<file path="config.mk">
export PLATFORM = sky130hd
export DESIGN_NAME = wsc_watchdog_sleep_wake_control
export DESIGN_NICKNAME = d
export VERILOG_FILES = /design/src/rtl/wsc_pkg.sv /design/src/rtl/wsc_watchdog_sleep_wake_control.sv
export SDC_FILE = /design/constraint.sdc
export NUM_CORES = 1
export LEC_CHECK = 0
export BUFFER_PORTS_ARGS = -buffer_cell sky130_fd_sc_hd__buf_2
export CAP_MARGIN = 20
export CORE_MARGIN = 4
export CORE_UTILIZATION = 53
export CTS_BUF_LIST = sky130_fd_sc_hd__clkbuf_2
export DETAILED_ROUTE_END_ITERATION = 10
export PLACE_DENSITY = 0.93
export SETUP_SLACK_MARGIN = 0.1
export SYNTH_ARGS = -nofsm -noshare
export SYNTH_HDL_FRONTEND = slang
export SYNTH_SLANG_ARGS = --single-unit
</file>
<file path="constraint.sdc">
create_clock -name clk -period 3.3 [get_ports clk]
set_input_delay 0.66 -clock clk [delete_from_list [all_inputs] [get_ports clk]]
set_output_delay 0.66 -clock clk [all_outputs]
set_load 0.02 [all_outputs]
</file>
<file path="src/rtl/wsc_pkg.sv">
/*
 * wsc_pkg: constants for the watchdog / sleep / wake control block.
 * assumes: one 125 MHz core clock, asynchronous active-low reset.
 */
package wsc_pkg;
    // table-read address map
    localparam logic [21:0] WSC_USER_ID_FIRST = 22'h20_0000;
    localparam logic [21:0] WSC_USER_ID_LAST = 22'h20_0004;
    localparam logic [21:0] WSC_DEV_IDENT_LOW_ADDR = 22'h3f_fffe;
    localparam logic [21:0] WSC_DEV_IDENT_HIGH_ADDR = 22'h3f_ffff;
    // register fields and reset values
    localparam int WSC_SW_EN_BIT = 0;
    localparam logic [7:0] WSC_SW_CONTROL_RST = 8'h00;
    localparam int WSC_FLAG_EXPIRY_BIT = 3;
    localparam int WSC_FLAG_SLEEP_BIT = 2;
    // oscillator start-up delay, in oscillator periods; core clock stands in for it
    localparam int WSC_OSC_STARTUP_PERIODS = 1024;
    localparam logic [10:0] WSC_OSC_STARTUP_CYCLES = 11'(WSC_OSC_STARTUP_PERIODS);
    // last base watchdog count in rc ticks, so the base period is 256 ticks (value is a neutral default)
    localparam logic [7:0] WSC_WDT_BASE_TICKS = 8'hff;
    // power state machine
    typedef enum logic [1:0] {
        WSC_RUN = 2'b00,
        WSC_SLEEP = 2'b01,
        WSC_STARTUP = 2'b10
    } wsc_state_t;
endpackage : wsc_pkg

</file>
<file path="src/rtl/wsc_watchdog_sleep_wake_control.sv">
/*
 * wsc_watchdog_sleep_wake_control: sleep entry, wake sequencing, watchdog,
 * status flags and the read-only identification locations.
 * assumes: core gives one-cycle instruction strobes on clk; the watchdog rc
 * oscillator, reset pin and wake events arrive asynchronously as levels.
 */
`timescale 1ns/100ps
`default_nettype none
module wsc_watchdog_sleep_wake_control #(
    parameter logic [7:0] PART_NUMBER_LOW_REV = 8'h00, // arbitrary value
    parameter logic [7:0] PART_NUMBER_HIGH = 8'h00     // arbitrary value
) (
    // clock and reset
    input wire logic clk,
    input wire logic arst_n,
    // programmed configuration
    input wire logic cfg_watchdog_enable,
    input wire logic [2:0] watchdog_postscale_sel,
    input wire logic cfg_crystal_osc,
    input wire logic code_protect_n,
    input wire logic [39:0] user_id_bytes,
    // core instruction strobes
    input wire logic sleep_instr,
    input wire logic kick_watchdog_instr,
    input wire logic global_irq_enable,
    input wire logic [21:0] pc_in,
    // control register access
    input wire logic sw_ctrl_wr,
    input wire logic [7:0] sw_ctrl_wdata,
    // flag register access
    input wire logic flags_rd_clear_n,
    // table read
    input wire logic table_read_instr,
    input wire logic verify_mode,
    input wire logic [21:0] table_addr,
    input wire logic [7:0] prog_mem_data,
    // asynchronous sources
    input wire logic master_clear_pin,
    input wire logic wdt_rc_clk,
    input wire logic [9:0] periph_wake_req,
    input wire logic [9:0] periph_wake_en,
    input wire logic irq_pending,
    // outputs
    output logic [7:0] watchdog_sw_control,
    output logic [7:0] reset_cause_flags,
    output logic [7:0] table_data,
    output logic table_valid,
    output logic osc_enable,
    output logic io_hold,
    output logic core_run,
    output logic [21:0] prefetch_addr,
    output logic take_vector,
    output logic device_reset
);
    // block outline
    // - one power state machine: run, sleep, start-up
    // - one watchdog: rc tick counter plus postscaler
    // - two low-true status flags in the flags output
    // - a table-read port for id bytes and memory

    // the core clock keeps running here through sleep;
    // only the main oscillator driver stops (osc_enable)
    // io_hold asks the port logic to freeze its outputs
    // core_run is low from sleep entry to end of wake-up

    // clock domains
    // rc clock, reset pin and wake sources are foreign
    // to clk and are filtered before any use
    // irq_pending is core logic on clk: no filter
    // trade-off: the filter costs a few cycles of wake
    // latency, small against any real wake-up time

    // limitation: the rc clock is sampled on clk, so it
    // must stay well below half the core clock rate

    // three-stage synchronisers on asynchronous levels
    logic [2:0] rstpin_s_q; // reset pin stages
    logic [2:0] rc_s_q; // rc clock stages
    logic [2:0] wake_s_q; // wake source stages
    logic rstpin_q; // filtered reset pin level
    logic rc_q; // filtered rc clock level
    logic wake_q; // filtered peripheral wake
    logic [2:0] rstpin_d3;
    logic [2:0] rc_d3;
    logic [2:0] wake_d3;

    // only enabled, clock-independent sources count
    wire periph_wake_raw = |(periph_wake_req & periph_wake_en);
    assign rstpin_d3 = {rstpin_s_q[1:0], master_clear_pin};
    assign rc_d3 = {rc_s_q[1:0], wdt_rc_clk};
    assign wake_d3 = {wake_s_q[1:0], periph_wake_raw};

    // stage 1 feeds only stage 2; change accepted when stages 2 and 3 agree
    // reset pin idles high, so its stages reset high: no false edge
    always_ff @(posedge clk or negedge arst_n) begin
        if (!arst_n) begin
            rstpin_s_q <= 3'h7;
            rc_s_q <= 3'h0;
            wake_s_q <= 3'h0;
        end else begin
            rstpin_s_q <= rstpin_d3;
            rc_s_q <= rc_d3;
            wake_s_q <= wake_d3;
        end
    end

    // agreement filters
    always_ff @(posedge clk or negedge arst_n) begin
        if (!arst_n) begin
            rstpin_q <= 1'b1;
            rc_q <= 1'b0;
            wake_q <= 1'b0;
        end else begin
            if (rstpin_s_q[1] == rstpin_s_q[2]) rstpin_q <= rstpin_s_q[2];
            if (rc_s_q[1] == rc_s_q[2]) rc_q <= rc_s_q[2];
            if (wake_s_q[1] == wake_s_q[2]) wake_q <= wake_s_q[2];
        end
    end

    // rc tick: rising edge of the filtered rc clock
    // reset pin event: falling edge of its filtered level
    logic rc_prev_q;
    logic rstpin_prev_q;
    wire rc_tick = rc_q & ~rc_prev_q;
    wire rstpin_fall = ~rstpin_q & rstpin_prev_q;
    always_ff @(posedge clk or negedge arst_n) begin
        if (!arst_n) begin
            rc_prev_q <= 1'b0;
            rstpin_prev_q <= 1'b1;
        end else begin
            rc_prev_q <= rc_q;
            rstpin_prev_q <= rstpin_q;
        end
    end

    // state and registers
    wsc_pkg::wsc_state_t state_q, state_d;
    logic sw_en_q;
    logic expiry_flag_q;  // set means no expiry
    logic sleep_flag_q;   // set means no sleep executed
    logic [7:0] wdt_cnt_q;
    logic [6:0] post_cnt_q;
    logic [10:0] ost_cnt_q;

    // watchdog runs if config or software says so
    wire wdt_on = cfg_watchdog_enable | sw_en_q;

    // postscale ratio from programmed config, 1:128 down to 1:1
    // post_max is the last postscaler count before expiry
    // select 0 would need a 128 shift, so it is special-cased
    // no software path reaches this: fixed at programming
    // the full period is base ticks times the ratio

    // hazard: changing the select while running gives one
    // period of odd length; config is static in practice

    logic [6:0] post_max;
    assign post_max = (watchdog_postscale_sel == 3'h0) ? 7'h7f :
                      7'(8'h01 << (3'h7 - watchdog_postscale_sel)) - 7'h01;

    // sleep taken only when no enabled interrupt already pending
    wire sleep_go = sleep_instr & (state_q == wsc_pkg::WSC_RUN) & ~irq_pending;
    wire wdt_clear = sleep_go | kick_watchdog_instr;
    wire wdt_expire = wdt_on & rc_tick & (wdt_cnt_q == wsc_pkg::WSC_WDT_BASE_TICKS)
                      & (post_cnt_q == post_max);
    wire int_wake = wake_q | irq_pending;
    wire asleep = (state_q == wsc_pkg::WSC_SLEEP);

    // watchdog counter and postscaler keep running in sleep
    always_ff @(posedge clk or negedge arst_n) begin
        if (!arst_n) begin
            wdt_cnt_q <= 8'h00;
            post_cnt_q <= 7'h00;
        end else if (wdt_clear || !wdt_on || wdt_expire) begin
            wdt_cnt_q <= 8'h00;
            post_cnt_q <= 7'h00;
        end else if (rc_tick) begin
            wdt_cnt_q <= wdt_cnt_q + 8'h01;
            if (wdt_cnt_q == wsc_pkg::WSC_WDT_BASE_TICKS) post_cnt_q <= post_cnt_q + 7'h01;
        end
    end

    // software control register: only bit 0 stored
    always_ff @(posedge clk or negedge arst_n) begin
        if (!arst_n) sw_en_q <= wsc_pkg::WSC_SW_CONTROL_RST[0];
        else if (sw_ctrl_wr) sw_en_q <= sw_ctrl_wdata[wsc_pkg::WSC_SW_EN_BIT];
    end

    // power state machine
    // run: core executes; a taken sleep goes to sleep
    // sleep: oscillator off, ports held, watchdog running
    // start-up: crystal settles before the core resumes
    // the reset pin forces run from any state

    // a watchdog wake and an interrupt wake take the same
    // path; only the flags and take_vector tell them apart

    // hazard: a late interrupt lands in sleep with int_wake
    // already high, so sleep lasts one cycle: sleep entry
    // is still complete, flags and watchdog already done

    // limitation: rc and external clock modes skip the
    // start-up wait entirely

    always_comb begin
        state_d = state_q;
        case (state_q)
            wsc_pkg::WSC_RUN: begin
                if (sleep_go) state_d = wsc_pkg::WSC_SLEEP;
            end
            wsc_pkg::WSC_SLEEP: begin
                // reset pin handled as a full reset below
                if (int_wake || wdt_expire)
                    state_d = cfg_crystal_osc ? wsc_pkg::WSC_STARTUP : wsc_pkg::WSC_RUN;
            end
            wsc_pkg::WSC_STARTUP: begin
                if (ost_cnt_q == wsc_pkg::WSC_OSC_STARTUP_CYCLES - 11'h001)
                    state_d = wsc_pkg::WSC_RUN;
            end
            default: state_d = wsc_pkg::WSC_RUN;
        endcase
        if (rstpin_fall) state_d = wsc_pkg::WSC_RUN;
    end

    // state and start-up counter
    always_ff @(posedge clk or negedge arst_n) begin
        if (!arst_n) begin
            state_q <= wsc_pkg::WSC_RUN;
            ost_cnt_q <= 11'h000;
        end else begin
            state_q <= state_d;
            ost_cnt_q <= (state_q == wsc_pkg::WSC_STARTUP) ? ost_cnt_q + 11'h001 : 11'h000;
        end
    end

    // status flags: power-up sets both; sleep clears the sleep
    // flag and sets the expiry flag; expiry clears the expiry flag
    // a hardware event wins over the flags_rd_clear_n re-arm in the same cycle

    // both flags are low-true: set means the event did not occur
    // software learns of a no-op sleep from a sleep flag still set
    // a no-op sleep touches neither flag, so the test is reliable

    // the flags reach the output one cycle after they change

    always_ff @(posedge clk or negedge arst_n) begin
        if (!arst_n) begin
            sleep_flag_q <= 1'b1;
            expiry_flag_q <= 1'b1;
        end else begin
            if (sleep_go) begin
                sleep_flag_q <= 1'b0;
                expiry_flag_q <= 1'b1;
            end else if (wdt_expire) begin
                expiry_flag_q <= 1'b0;
            end else if (!flags_rd_clear_n) begin
                sleep_flag_q <= 1'b1;
                expiry_flag_q <= 1'b1;
            end
        end
    end

    // table read decode
    // id locations win over memory: they stay readable
    // even while the memory array is code protected
    // memory reads in verify mode need protection off;
    // normal execution may always read its own memory
    // anything refused reads back as zero

    // user id bytes are packed lowest address first

    wire in_user_id = (table_addr >= wsc_pkg::WSC_USER_ID_FIRST) &&
                      (table_addr <= wsc_pkg::WSC_USER_ID_LAST);
    wire [2:0] user_idx = table_addr[2:0];
    wire is_id_low = table_addr == wsc_pkg::WSC_DEV_IDENT_LOW_ADDR;
    wire is_id_high = table_addr == wsc_pkg::WSC_DEV_IDENT_HIGH_ADDR;
    wire mem_allowed = ~verify_mode | code_protect_n;
    logic [7:0] table_d;
    always_comb begin
        table_d = 8'h00;
        if (in_user_id) table_d = user_id_bytes[{user_idx, 3'b000} +: 8];
        else if (is_id_low) table_d = PART_NUMBER_LOW_REV;
        else if (is_id_high) table_d = PART_NUMBER_HIGH;
        else if (mem_allowed) table_d = prog_mem_data;
    end

    // output registers
    // every output comes straight from a flip-flop
    // power outputs follow the next state, so they change
    // on the same edge as the state itself

    // osc_enable and io_hold are exact complements

    // prefetch address is captured on every sleep strobe,
    // taken or not, since the core fetches either way

    // take_vector pulses on an interrupt wake with the
    // global enable set; otherwise the core goes in-line

    // device_reset pulses for a reset-pin event and for
    // an expiry while awake; an expiry in sleep only wakes

    // table_data holds its last value between reads

    always_ff @(posedge clk or negedge arst_n) begin
        if (!arst_n) begin
            watchdog_sw_control <= 8'h00;
            reset_cause_flags <= 8'h0c;
            table_data <= 8'h00;
            table_valid <= 1'b0;
            osc_enable <= 1'b1;
            io_hold <= 1'b0;
            core_run <= 1'b1;
            prefetch_addr <= 22'h00_0000;
            take_vector <= 1'b0;
            device_reset <= 1'b0;
        end else begin
            watchdog_sw_control <= {7'h00, sw_en_q};
            reset_cause_flags <= {4'h0, expiry_flag_q, sleep_flag_q, 2'b00};
            table_valid <= table_read_instr;
            if (table_read_instr) table_data <= table_d;
            osc_enable <= (state_d != wsc_pkg::WSC_SLEEP);
            io_hold <= (state_d == wsc_pkg::WSC_SLEEP);
            core_run <= (state_d == wsc_pkg::WSC_RUN);
            if (sleep_instr) prefetch_addr <= pc_in + 22'h00_0002;
            take_vector <= asleep & int_wake & global_irq_enable;
            device_reset <= (wdt_expire & ~asleep) | rstpin_fall;
        end
    end
endmodule : wsc_watchdog_sleep_wake_control
`default_nettype wire

</file>
# --- Word level (Yosys, flattened, before mapping) ---
# Index checks and enable logic that the tools add are counted.
op_classes:
  add_sub_neg: 6
  shifts: 2
  muxes: 22
  n_eq_ne: 15
  magnitude_cmp: 2
  reduce_logical: 13
  bitwise: 21
ops:
  columns: ["cell", "n"]
  rows:
  - ["8-bit two-way mux", 6]
  - ["22-bit == test, second input constant", 2]
  - ["40-bit by 7-bit variable part select with 8-bit output", 1]
  - ["7-bit two-way mux", 4]
  - ["22-bit by 2-bit adder with 22-bit output, second input constant", 1]
  - ["22-bit >= comparator, second input constant", 1]
  - ["22-bit less-or-equal comparator, second input constant", 1]
  - ["11-bit by 1-bit adder with 11-bit output, second input constant", 1]
  - ["11-bit by 10-bit == test with 1-bit output, second input constant", 1]
  - ["11-bit two-way mux", 1]
  - ["1-bit AND", 10]
  - ["10-bit AND", 1]
  - ["2-bit two-way mux", 5]
  - ["10-bit OR reduction", 1]
  - ["8-bit by 1-bit adder with 8-bit output, second input constant", 1]
  - ["8-bit == test, second input constant", 1]
  - ["7-bit by 1-bit adder with 7-bit output, second input constant", 1]
  - ["7-bit == test", 1]
  - ["1-bit by 3-bit << shifter with 7-bit output, first input constant", 1]
  - ["7-bit by 1-bit subtractor with 7-bit output, second input constant", 1]
  - ["2-bit case mux with 3 select lines", 1]
  - ["1-bit two-way mux", 5]
  - ["1-bit inverter", 5]
  - ["1-bit OR", 5]
  - ["14 further kinds", 23]
word_totals:
  regBits: 84
  inputBits: 138
  out_inout_bits: 52
  elab_cells: 106

# --- Logic depth before layout (Yosys ltp) ---
# Gate-level depths: netlist of run 1.
logic_depth:
  word_depth: 11
  ltp_mapped: 12
  mapped_depth_nobuf: 9

# --- Least setup slack after synthesis of run 1 ---
# No wires, ideal clock.
synth_path:
  path_kind: "input port to flip-flop"
  start: "in watchdog_postscale_sel[0]"
  end: "reg wdt_cnt_q[0]"
  setup_slack_ns: 0.758
  required_time_ns: 3.181
  path_buffers: 3
  arrival_time_ns: 2.423
  cell_stages: 12
  setup_ns: 0.119
  path_cell_list: "buf_4 -> inv_1 -> nand3_1 -> ha_1 -> buf_4 -> nand4b_1 -> o31ai_1 -> o21ai_0 -> or3b_4 -> o21ai_4 -> buf_6 -> nor2_1"
synth_between:
  elab_chain_len: 8
  elab_cells_between_ends: 10
  cone_classes: "2 x add/sub; 1 x eq/ne; 1 x shift; 2 x mux; 1 x bitwise; 3 x reduce/logical"
synth_lines:
  columns: ["item", "line_no", "text"]
  rows:
  - ["from (decl)", "wsc_watchdog_sleep_wake_control.sv:18", "input wire logic [2:0] watchdog_postscale_sel,"]
  - ["3-bit subtractor", "wsc_watchdog_sleep_wake_control.sv:159", "7'(8'h01 << (3'h7 - watchdog_postscale_sel)) - 7'h01;"]
  - ["1-bit by 3-bit << shifter with 7-bit output", "wsc_watchdog_sleep_wake_control.sv:159", null]
  - ["7-bit by 1-bit subtractor with 7-bit output", "wsc_watchdog_sleep_wake_control.sv:159", null]
  - ["7-bit two-way mux (*)", "wsc_watchdog_sleep_wake_control.sv:158", "assign post_max = (watchdog_postscale_sel == 3'h0) ? 7'h7f :"]
  - ["7-bit == test (*)", "wsc_watchdog_sleep_wake_control.sv:165", "& (post_cnt_q == post_max);"]
  - ["1-bit AND (*)", "wsc_watchdog_sleep_wake_control.sv:165", null]
  - ["1-bit logical OR (*)", "wsc_watchdog_sleep_wake_control.sv:174", "end else if (wdt_clear || !wdt_on || wdt_expire) begin"]
  - ["8-bit two-way mux or 2-bit nonzero test (tied branches)", null, null]
  - ["to (signal assigned)", "wsc_watchdog_sleep_wake_control.sv:178", "wdt_cnt_q <= wdt_cnt_q + 8'h01;"]
  - ["to (decl)", "wsc_watchdog_sleep_wake_control.sv:141", "logic [7:0] wdt_cnt_q;"]
# Mark *: on every way between the ends. The rest lies on a longest branch, timed or not.
# A chain may end at the register's enable or synchronous reset.

# --- Final worst setup path of run 1 ---
layout_path:
  start: "in watchdog_postscale_sel[0]"
  end: "reg post_cnt_q[0]"
layout_between:
  elab_chain_len: 9
  elab_cells_between_ends: 12
  cone_classes: "2 x add/sub; 1 x eq/ne; 1 x shift; 2 x mux; 1 x bitwise; 5 x reduce/logical"
layout_lines:
  columns: ["item", "line_no", "text"]
  rows:
  - ["3-bit subtractor", "wsc_watchdog_sleep_wake_control.sv:159", null]
  - ["1-bit by 3-bit << shifter with 7-bit output", "wsc_watchdog_sleep_wake_control.sv:159", null]
  - ["7-bit by 1-bit subtractor with 7-bit output", "wsc_watchdog_sleep_wake_control.sv:159", null]
  - ["7-bit two-way mux (*)", "wsc_watchdog_sleep_wake_control.sv:158", null]
  - ["7-bit == test (*)", "wsc_watchdog_sleep_wake_control.sv:165", null]
  - ["1-bit AND (*)", "wsc_watchdog_sleep_wake_control.sv:165", null]
  - ["1-bit logical OR (*)", "wsc_watchdog_sleep_wake_control.sv:174", null]
  - ["2-bit nonzero test (no line)", null, null]
  - ["2-bit AND reduction (no line)", null, null]
  - ["to (signal assigned)", "wsc_watchdog_sleep_wake_control.sv:179", "if (wdt_cnt_q == wsc_pkg::WSC_WDT_BASE_TICKS) post_cnt_q <= post_cnt_q + 7'h01;"]
  - ["to (decl)", "wsc_watchdog_sleep_wake_control.sv:142", "logic [6:0] post_cnt_q;"]
# Marks and branches as above.

==> summary.txt, run 1 <==
Die ar. -> 9950 um^2
biggest area consumer among synthesized cells -> dfrtp_1
number of flops mapped to enable cells by yosys -> 0
Layout Cells excl Fill -> 721
post-synthesis xor/xnor area fraction -> 8.25%
first-pass GRT wire length -> 18100 um
Critical Path AT -> 2.77 ns
initial antenna violation count -> 0
CP bufs+invs -> 2
CTS sink cnt -> 84
PortBufs -> 169
drt initial violations -> 178
mapped cell area -> 4460 um^2
fin crit period -> 2.38 ns
Total GRT Usage -> 22.4%
Max clock buf depth -> 2
Fin. Hold Viols -> 0
Largest stage delay, worst path -> 0.45 ns
vias in the first global route -> 4142
CTS root buf -> clkbuf_2
share of layout cells above drive strength 1 -> 35.2%
Vias/cell -> 5.53
Rows -> 33
drt pass-1 iters -> 4
Achievable Freq -> 421 MHz
gpl congestion -> 0.875
Max H-tree Level -> 3
CTS tree -> built
Max Cap Violations -> 0
critical-path cell list -> buf_2 > inv_1 > nand3_1 > ha_1 > and2b_2 > nor3_1 > a31oi_1 > or3b_4 > o21ai_4 > nor2_1
sequential area share after synthesis -> 47.4%
CTS clk-pin slew, worst paths -> 0.19 ns
Crit-path slowest cell -> or3b_4
reg2reg setup slack -> 1.21 ns
Synth warnings -> 0
DP HPWL -> 8670 um
syn avg cell area -> 9.96 um^2
Avg WL per Cell -> 15.2 um
Slew HR -> 44.7%
required time of the critical path -> 3.70 ns
adder-cell share of the synthesized area -> 2.08%
# fillers -> 647
Slew Limit Fails -> 0
Antenna Cells -> 0
Tcrit/Tclk final -> 72.0%
Die X-Extent -> 99.7 um
Largest delay share family, worst path -> simple AND/OR/NAND/NOR gates
Synth Flop Type -> dfrtp_1
Mapped Cells -> 448
core area -> 8220 um^2
Num CTS Buffers -> 9
top-area cell type share of the netlist area -> 41.0%
setup TNS -> 0 ns
Starting Density -> 54.3%
Worst Hold Class -> input port to flop
Die Y -> 99.7 um
CP max FO -> 15
Synth async-reset ratio -> 100%
Peak VDD IR -> 0.000219 V
Yosys reg bits -> 84
post-route ant nets -> 0
Synth Area in Compound Gates -> 11.9%
Slew @ Worst Pin -> 0.823 ns
largest family of logic cells by synthesized area -> simple AND/OR/NAND/NOR gates
GR Overflow Total -> 0
Setup crit start kind -> input port
Worst setup EP type -> flop
DRC viols -> 0
pin count of the biggest net entering global routing -> 85
Netlist cell types -> 58
multiplexer area fraction after synthesis -> 5.47%
Net count, final -> 755
outcome -> completed
Placed Cells -> 704
RSZ-0062 raised after global routing -> false
cell area power density -> 407 nW/um^2
Static Leak -> 0.00249 uW
Clock Latency Late Sink -> 0.52 ns
I/O pin count -> 190
top cells by count, synth -> 73 x dfrtp_1, 70 x nor2_1, 32 x a21oi_1, 24 x xor2_1
Crit Path Class -> input port to flop
count leader, synth -> dfrtp_1
Synth Area in Simple Gates -> 19.4%
Final Skew -> 0.0279 ns
Final Routed Wirelength -> 11000 um
area grow syn2layout -> 22.9%
main area contributors after synthesis -> dfrtp_1 41%, dfstp_2 6.5%, nor2_1 5.9%, xor2_1 4.7%, mux4_2 4.0%
count of final setup violators -> 0
vias -> 3985
cells in the final DEF (no fill, tap or decap), drive strengths merged, types with 3 or more instances in the layout:
cell and count:
nand2b 5, bufinv 3, buf 171, clkinv 4, nand2 21, xor2 24, o31ai 4, mux4 8
nand3 22, clkbuf 9, mux2i 3, maj3 3, or3 4, and3 7, nor4 7, a22oi 11
nor3 11, dfrtp 73, nand4 8, o21ai 11, and4 5, a31oi 11, nor2 71, xnor2 18
dfstp 11, a21oi 32, ha 5, conb 13, nor2b 4, inv 10, mux2 3
through the flow:
step	utilization (%)	hold slack (ns)	total power, uW	area [um^2]	setup WS [ns]
detailed placement	64.4	0.335	1590	5290	0.413
CTS	66.2	0.164	2250	5440	0.996
global route	66.7	0.137	2340	5480	0.838
finish	66.7	0.230	2230	5480	0.923
global placement	64.4	0.337	1570	5290	0.537
floorplan	-	0.331	1410	4510	0.758
where the power goes:
group	internal (uW)	leakage (uW)	switching (uW)	total, uW
registers	1100	0.00101	38.0	1140
clock network	318	0.0000892	337	654
logic	177	0.00139	256	432
per-layer routing:
layer / share of wire (%) / vias to the layer above / global-route usage, %
li1: - / 1889 / -
met1: 38 / 1916 / 25.6
met2: 53 / 146 / 39.5
met3: 6.3 / 34 / 5.26
met4: 2.9 / 0 / 10.3
met5: 0 / - / 0
cells by family (layout without fill, tap and decap cells):
logic type | after synthesis | count (layout)
buf+inv | 42 | 198
fa+ha+maj | 8 | 8
flops | 84 | 84
mux | 14 | 14
other cells | 1 | 13
compound gates | 83 | 83
xor+xnor | 42 | 42
simple gates | 174 | 174
what timing repair did:
item	4_1_cts	5_1_grt
setup buffers	0	0
hold buffers	0	1
setup endpoints to repair	0	0
resized for setup	0	0
hold endpoints to repair	0	8
final timing paths:
kind                                      end                 startpoint  cells past startpoint
worst max-delay path            post_cnt_q[0]  watchdog_postscale_sel[0]                     10
worst min-delay path            rstpin_s_q[0]           master_clear_pin                      1
worst max register to register  post_cnt_q[0]              post_cnt_q[4]                      6
worst min register to register  rstpin_s_q[1]              rstpin_s_q[0]                      0
max in group asynchronous            core_run                     arst_n                      3
min in group asynchronous             sw_en_q                     arst_n                      2
registers in the layout, summed over array words and instances (netlist names), 3 cells and up:
signal	flops
rstpin_s_q	3
wdt_cnt_q	8
prefetch_addr	22
post_cnt_q	7
rc_s_q	3
ost_cnt_q	11
table_data	8
wake_s_q	3
cell type report:
type | instances | area, um^2 | share of cell area, %
Clock buffer | 9 | 45.0 | 0.822
Inverter | 11 | 41.3 | 0.753
Timing Repair Buffer | 172 | 893 | 16.3
Sequential cell | 84 | 2120 | 38.6
Clock inverter | 6 | 104 | 1.89
Multi-Input combinational cell | 334 | 2150 | 39.2
Tap cell | 105 | 131 | 2.40
(Power assumes the default switching activity.)
==> run 2, diff against run 1 <==
--- a/config.mk
+++ b/config.mk
@@ -8,10 +8,10 @@
 export BUFFER_PORTS_ARGS = -buffer_cell sky130_fd_sc_hd__buf_2
 export CAP_MARGIN = 20
 export CORE_MARGIN = 4
-export CORE_UTILIZATION = 53
+export CORE_UTILIZATION = 45
 export CTS_BUF_LIST = sky130_fd_sc_hd__clkbuf_2
 export DETAILED_ROUTE_END_ITERATION = 10
-export PLACE_DENSITY = 0.93
+export PLACE_DENSITY = 0.84
 export SETUP_SLACK_MARGIN = 0.1
 export SYNTH_ARGS = -nofsm -noshare
 export SYNTH_HDL_FRONTEND = slang
==> constraint.sdc (replaced) <==
create_clock -name clk -period 2 [get_ports clk]
set_input_delay 0.4 -clock clk [delete_from_list [all_inputs] [get_ports clk]]
set_output_delay 0.4 -clock clk [all_outputs]
set_load 0.02 [all_outputs]
==> summary.txt, run 2 (same netlist as run 1, synthesis figures left out) <==
CTS root buf -> clkbuf_2
reg2reg setup slack -> 0.19 ns
Critical Path AT -> 2.23 ns
Total GRT Usage -> 20.0%
pin count of the biggest net entering global routing -> 42
Achievable Freq -> 552 MHz
outcome -> completed
CTS sink cnt -> 84
first-pass GRT wire length -> 18600 um
Setup crit start kind -> flop
required time of the critical path -> 2.42 ns
post-route ant nets -> 0
cell area power density -> 597 nW/um^2
R2R cell count -> 8
count of final setup violators -> 0
Die ar. -> 11600 um^2
PortBufs -> 169
Worst Hold Class -> input port to flop
Tcrit/Tclk final -> 90.6%
Layout Utilization -> 58.2%
Slew Limit Fails -> 0
area grow syn2layout -> 26.8%
CTS tree -> built
core area -> 9730 um^2
Peak VDD IR -> 0.000325 V
final worst slack -> 0.188 ns
max FFs per register -> 22
Clock Latency Late Sink -> 0.51 ns
Die Y -> 108 um
drt initial violations -> 155
Max Cap Violations -> 0
Placed Cells -> 745
Worst R2R Start -> wdt_cnt_q[0]
Final Routed Wirelength -> 11300 um
Num CTS Buffers -> 9
drt pass-1 iters -> 4
Layout Cells excl Fill -> 768
Largest stage delay, worst path -> 0.44 ns
critical-path cell list -> ha_1 > and3b_2 > nand4_4 > nor4_4 > o21ai_2 > o21ai_4 > buf_12 > nor2_1
commonest non-fill, non-tap cell in the layout -> buf_2
biggest regs -> prefetch_addr x22, ost_cnt_q x11
GR Overflow Total -> 0
Starting Density -> 45.8%
Net count, final -> 772
Final Skew -> 0.0270 ns
Crit-path slowest cell -> dfrtp_1
share of layout cells above drive strength 1 -> 38.0%
Vias/cell -> 5.22
DP Worst Slack -> -0.262 ns
Slew @ Worst Pin -> 0.836 ns
vias -> 4006
vias in the first global route -> 4157
Worst setup EP type -> flop
reg-to-reg critical path endpoint -> wdt_cnt_q[2]
Slew HR -> 43.8%
fin crit period -> 1.81 ns
Static Leak -> 0.00255 uW
Placed Area -> 5470 um^2
Die X-Extent -> 108 um
Max clock buf depth -> 2
DRC viols -> 0
Rows -> 36
gpl congestion -> 0.879
cell area after layout -> 5660 um^2
RSZ-0062 raised after global routing -> false
Crit Path Class -> flop to flop
CP endpoint -> wdt_cnt_q[2]
CTS clk-pin slew, worst paths -> 0.22 ns
crit path launch -> wdt_cnt_q[0]
Max H-tree Level -> 3
initial antenna violation count -> 0
CP max FO -> 15
Fin. Hold Viols -> 0
DP HPWL -> 8880 um
Avg WL per Cell -> 14.7 um
Biggest register -> prefetch_addr
I/O pin count -> 190
most frequent cells in the layout -> 168 x buf_2, 73 x dfrtp_1, 70 x nor2_1
## run 2: changes by cell type in the layout (fill, tap and decap cells not counted), moves of 2 or more
cell / before / now
nor3_1: 11 / 9
clkbuf_2: 9 / 12
buf_4: 2 / 15
dlygate4sd3_1: 1 / 4
bufinv_16: 3 / 0
buf_12: 0 / 2
nor3_2: 0 / 2
## run 2: where the power goes
part / internal [uW] / total (uW) / switching, uW / leakage [uW]
Sequential: 1820 / 1890 / 63.0 / 0.00101
Clock: 178 / 742 / 564 / 0.0000600
Combinational: 315 / 748 / 434 / 0.00148
Total: 2320 / 3380 / 1060 / 0.00255
## run 2: worst min path at each step
stage,cells past startpoint,start,end,slack [ns]
after global routing,3,global_irq_enable,take_vector,0.007
after global placement,0,rc_s_q[0],rc_s_q[1],0.34
after floorplan,0,arst_n,device_reset,0.10
after detailed placement,0,rc_s_q[0],rc_s_q[1],0.34
after CTS,3,global_irq_enable,take_vector,0.02
final,3,global_irq_enable,take_vector,0.07
## run 2: cell type report
| type | count | area (um^2) |
|---|---|---|
| antenna | 1 | 2.50 |
| clock buffer | 12 | 60.1 |
| clock inverter | 4 | 25.0 |
| fill | 874 | 4070 |
| inverter | 11 | 43.8 |
| multi-input combinational | 334 | 2210 |
| sequential | 84 | 2120 |
| tap | 133 | 166 |
| timing repair buffer | 189 | 1030 |
## run 2: through the flow
step / setup TNS (ns) / total power, uW / hold WS, ns
detailed placement: -5.43 / 2650 / 0.341
floorplan: -2.87 / 2330 / 0.104
CTS: 0 / 3410 / 0.0192
global placement: -3.89 / 2620 / 0.337
finish: 0 / 3380 / 0.0693
global route: 0 / 3580 / 0.00653
## run 2: what timing repair did
action | in CTS | in global routing
resized for setup | 3 | 4
pin swaps | 0 | 2
buffers inserted | 0 | 2
hold buffers | 4 | 0
endpoints found under the setup margin | 18 | 18
hold endpoints to repair | 30 | 0
## run 2: routing by layer
metal  vias to the layer above  track usage, %  routed length (um)
met2                       142            35.4                5870
met4                         0            7.84                 262
met3                        24            4.38                 674
met1                      1910            23.4                4450
li1                       1930               -                   -
met5                         -               0                   0
## run 2: worst max-delay path: cells and delay by family (launching register included)
kind                       cells  cell delay (ns)
buffers and inverters          1             0.16
and+or+nand+nor                4             0.66
DFF                            1             0.44
AOI/OAI and AO/OA              2             0.31
adders and majority gates      1             0.15
==> run 3, diff against run 2 <==
--- a/config.mk
+++ b/config.mk
@@ -5,11 +5,12 @@
 export SDC_FILE = /design/constraint.sdc
 export NUM_CORES = 1
 export LEC_CHECK = 0
+export ABC_CLOCK_PERIOD_IN_PS = 2000
 export BUFFER_PORTS_ARGS = -buffer_cell sky130_fd_sc_hd__buf_2
 export CAP_MARGIN = 20
 export CORE_MARGIN = 4
 export CORE_UTILIZATION = 45
-export CTS_BUF_LIST = sky130_fd_sc_hd__clkbuf_2
+export CTS_BUF_LIST = sky130_fd_sc_hd__clkbuf_8
 export DETAILED_ROUTE_END_ITERATION = 10
 export PLACE_DENSITY = 0.84
 export SETUP_SLACK_MARGIN = 0.1
==> summary.txt, run 3 (same netlist as run 1, synthesis figures left out) <==
Final Skew -> 0.00974 ns
reg-to-reg critical path endpoint -> post_cnt_q[5]
Max Cap Violations -> 0
Crit Path Class -> input port to flop
cell area power density -> 645 nW/um^2
reg2reg setup slack -> 0.16 ns
vias in the first global route -> 4127
Critical Path AT -> 2.08 ns
# fillers -> 888
Fin. Hold Viols -> 0
initial antenna violation count -> 0
vias -> 3979
Num CTS Buffers -> 9
Worst R2R Start -> wdt_cnt_q[0]
GRT busiest layer -> met2
Static Leak -> 0.00258 uW
Die X-Extent -> 108 um
met3 Usage GRT -> 4.80%
hold buffers post-CTS -> 0
CTS root buf -> clkbuf_8
drt initial violations -> 171
RSZ-0062 raised after global routing -> true
Max clock buf depth -> 2
fin crit period -> 1.85 ns
first-pass GRT wire length -> 18400 um
total power -> 3690 uW
R2R cell count -> 7
CP max FO -> 15
Total GRT Usage -> 19.6%
Final Routed Wirelength -> 11300 um
CTS tree -> built
Worst Hold Class -> input port to asynchronous set/reset pin
Worst setup EP type -> flop
Slew HR -> 47.2%
GR Overflow Total -> 0
Layout Utilization -> 58.8%
commonest non-fill, non-tap cell in the layout -> buf_2
drt pass-1 iters -> 4
GR Layer Usage met1 -> 23.1%
Achievable Freq -> 541 MHz
most frequent cells in the layout -> 168 x buf_2, 73 x dfrtp_1, 70 x nor2_1
Net count, final -> 768
biggest regs -> prefetch_addr x22, ost_cnt_q x11
Vias/cell -> 5.21
Biggest register -> prefetch_addr
gpl congestion -> 0.879
share of layout cells above drive strength 1 -> 38.3%
Slew Limit Fails -> 0
Starting Density -> 45.8%
DP HPWL -> 8880 um
outcome -> completed
setup TNS -> 0 ns
Max H-tree Level -> 3
count of final setup violators -> 0
Antenna Cells -> 0
DP Worst Slack -> -0.262 ns
M2 GR Usage -> 35.2%
Clock Latency Late Sink -> 0.34 ns
required time of the critical path -> 2.24 ns
Avg WL per Cell -> 14.8 um
DRC viols -> 0
Tcrit/Tclk final -> 92.4%
Die Y -> 108 um
core area -> 9730 um^2
post-route ant nets -> 0
CTS clk-pin slew, worst paths -> 0.08 ns
CTS sink cnt -> 84
area grow syn2layout -> 28.3%
Rows -> 36
Slew @ Worst Pin -> 0.787 ns
max FFs per register -> 22
Peak VDD IR -> 0.000368 V
Setup crit start kind -> input port
pin count of the biggest net entering global routing -> 42
PortBufs -> 169
final worst slack -> 0.153 ns
Die ar. -> 11600 um^2
I/O pin count -> 190
run 3: through the flow:
| step | hold slack [ns] | instance area [um^2] | std cells |
|---|---|---|---|
| floorplan | 0.104 | 4540 | 460 |
| global placement | 0.337 | 5470 | 745 |
| detailed placement | 0.341 | 5470 | 745 |
| CTS | 0.0255 | 5660 | 761 |
| global route | 0.0458 | 5720 | 763 |
| finish | 0.0226 | 5720 | 763 |
run 3: worst max-delay path by stage:
| stage | from | to | slack (ns) | cells past startpoint |
|---|---|---|---|---|
| after floorplan | watchdog_postscale_sel[0] | wdt_cnt_q[0] | -0.20 | 12 |
| after global placement | watchdog_postscale_sel[0] | post_cnt_q[5] | -0.20 | 11 |
| after detailed placement | watchdog_postscale_sel[0] | post_cnt_q[4] | -0.26 | 11 |
| after CTS | watchdog_postscale_sel[0] | post_cnt_q[2] | 0.10 | 11 |
| after global routing | watchdog_postscale_sel[0] | wdt_cnt_q[2] | 0.08 | 10 |
| final | watchdog_postscale_sel[0] | post_cnt_q[4] | 0.15 | 11 |
run 3: per-layer routing:
layer	vias up	part of all wire, %	wire [um]
met5	-	0	0
met4	0	1.8	205
met3	19	5.8	654
met2	139	53	5970
met1	1902	39	4450
li1	1919	-	-
run 3: area by class of cell:
cell class              count  area [um^2]  share of cell area (%)
multi-input cells         334         2230                    39.0
clock buffers              10          138                    2.41
well taps                 133          166                    2.91
flip-flops and latches     84         2120                    37.0
inverters                  11         43.8                   0.765
clock inverters             6         32.5                   0.569
repair buffers            185          993                    17.4
run 3: what timing repair did:
item	4_1_cts	5_1_grt
pin swaps	0	5
buffers inserted	0	2
gates resized for setup	3	10
setup endpoints to repair	16	23
cloned	0	0
run 3: critical path, stage by stage:
cell	delay, ns
buf_2	0.13
inv_4	0.05
nand3_2	0.09
ha_4	0.21
and2b_2	0.20
nor3_1	0.14
a31oi_1	0.06
or3b_4	0.43
o21ai_4	0.17
buf_12	0.15
nor2_1	0.05
run 3: where the power goes:
group | internal, uW | leakage, uW | total, uW | switching [uW]
Combinational | 312 | 0.00147 | 748 | 435
Sequential | 1820 | 0.00101 | 1880 | 62.6
Clock | 475 | 0.0000965 | 1060 | 585
Total | 2610 | 0.00258 | 3690 | 1080
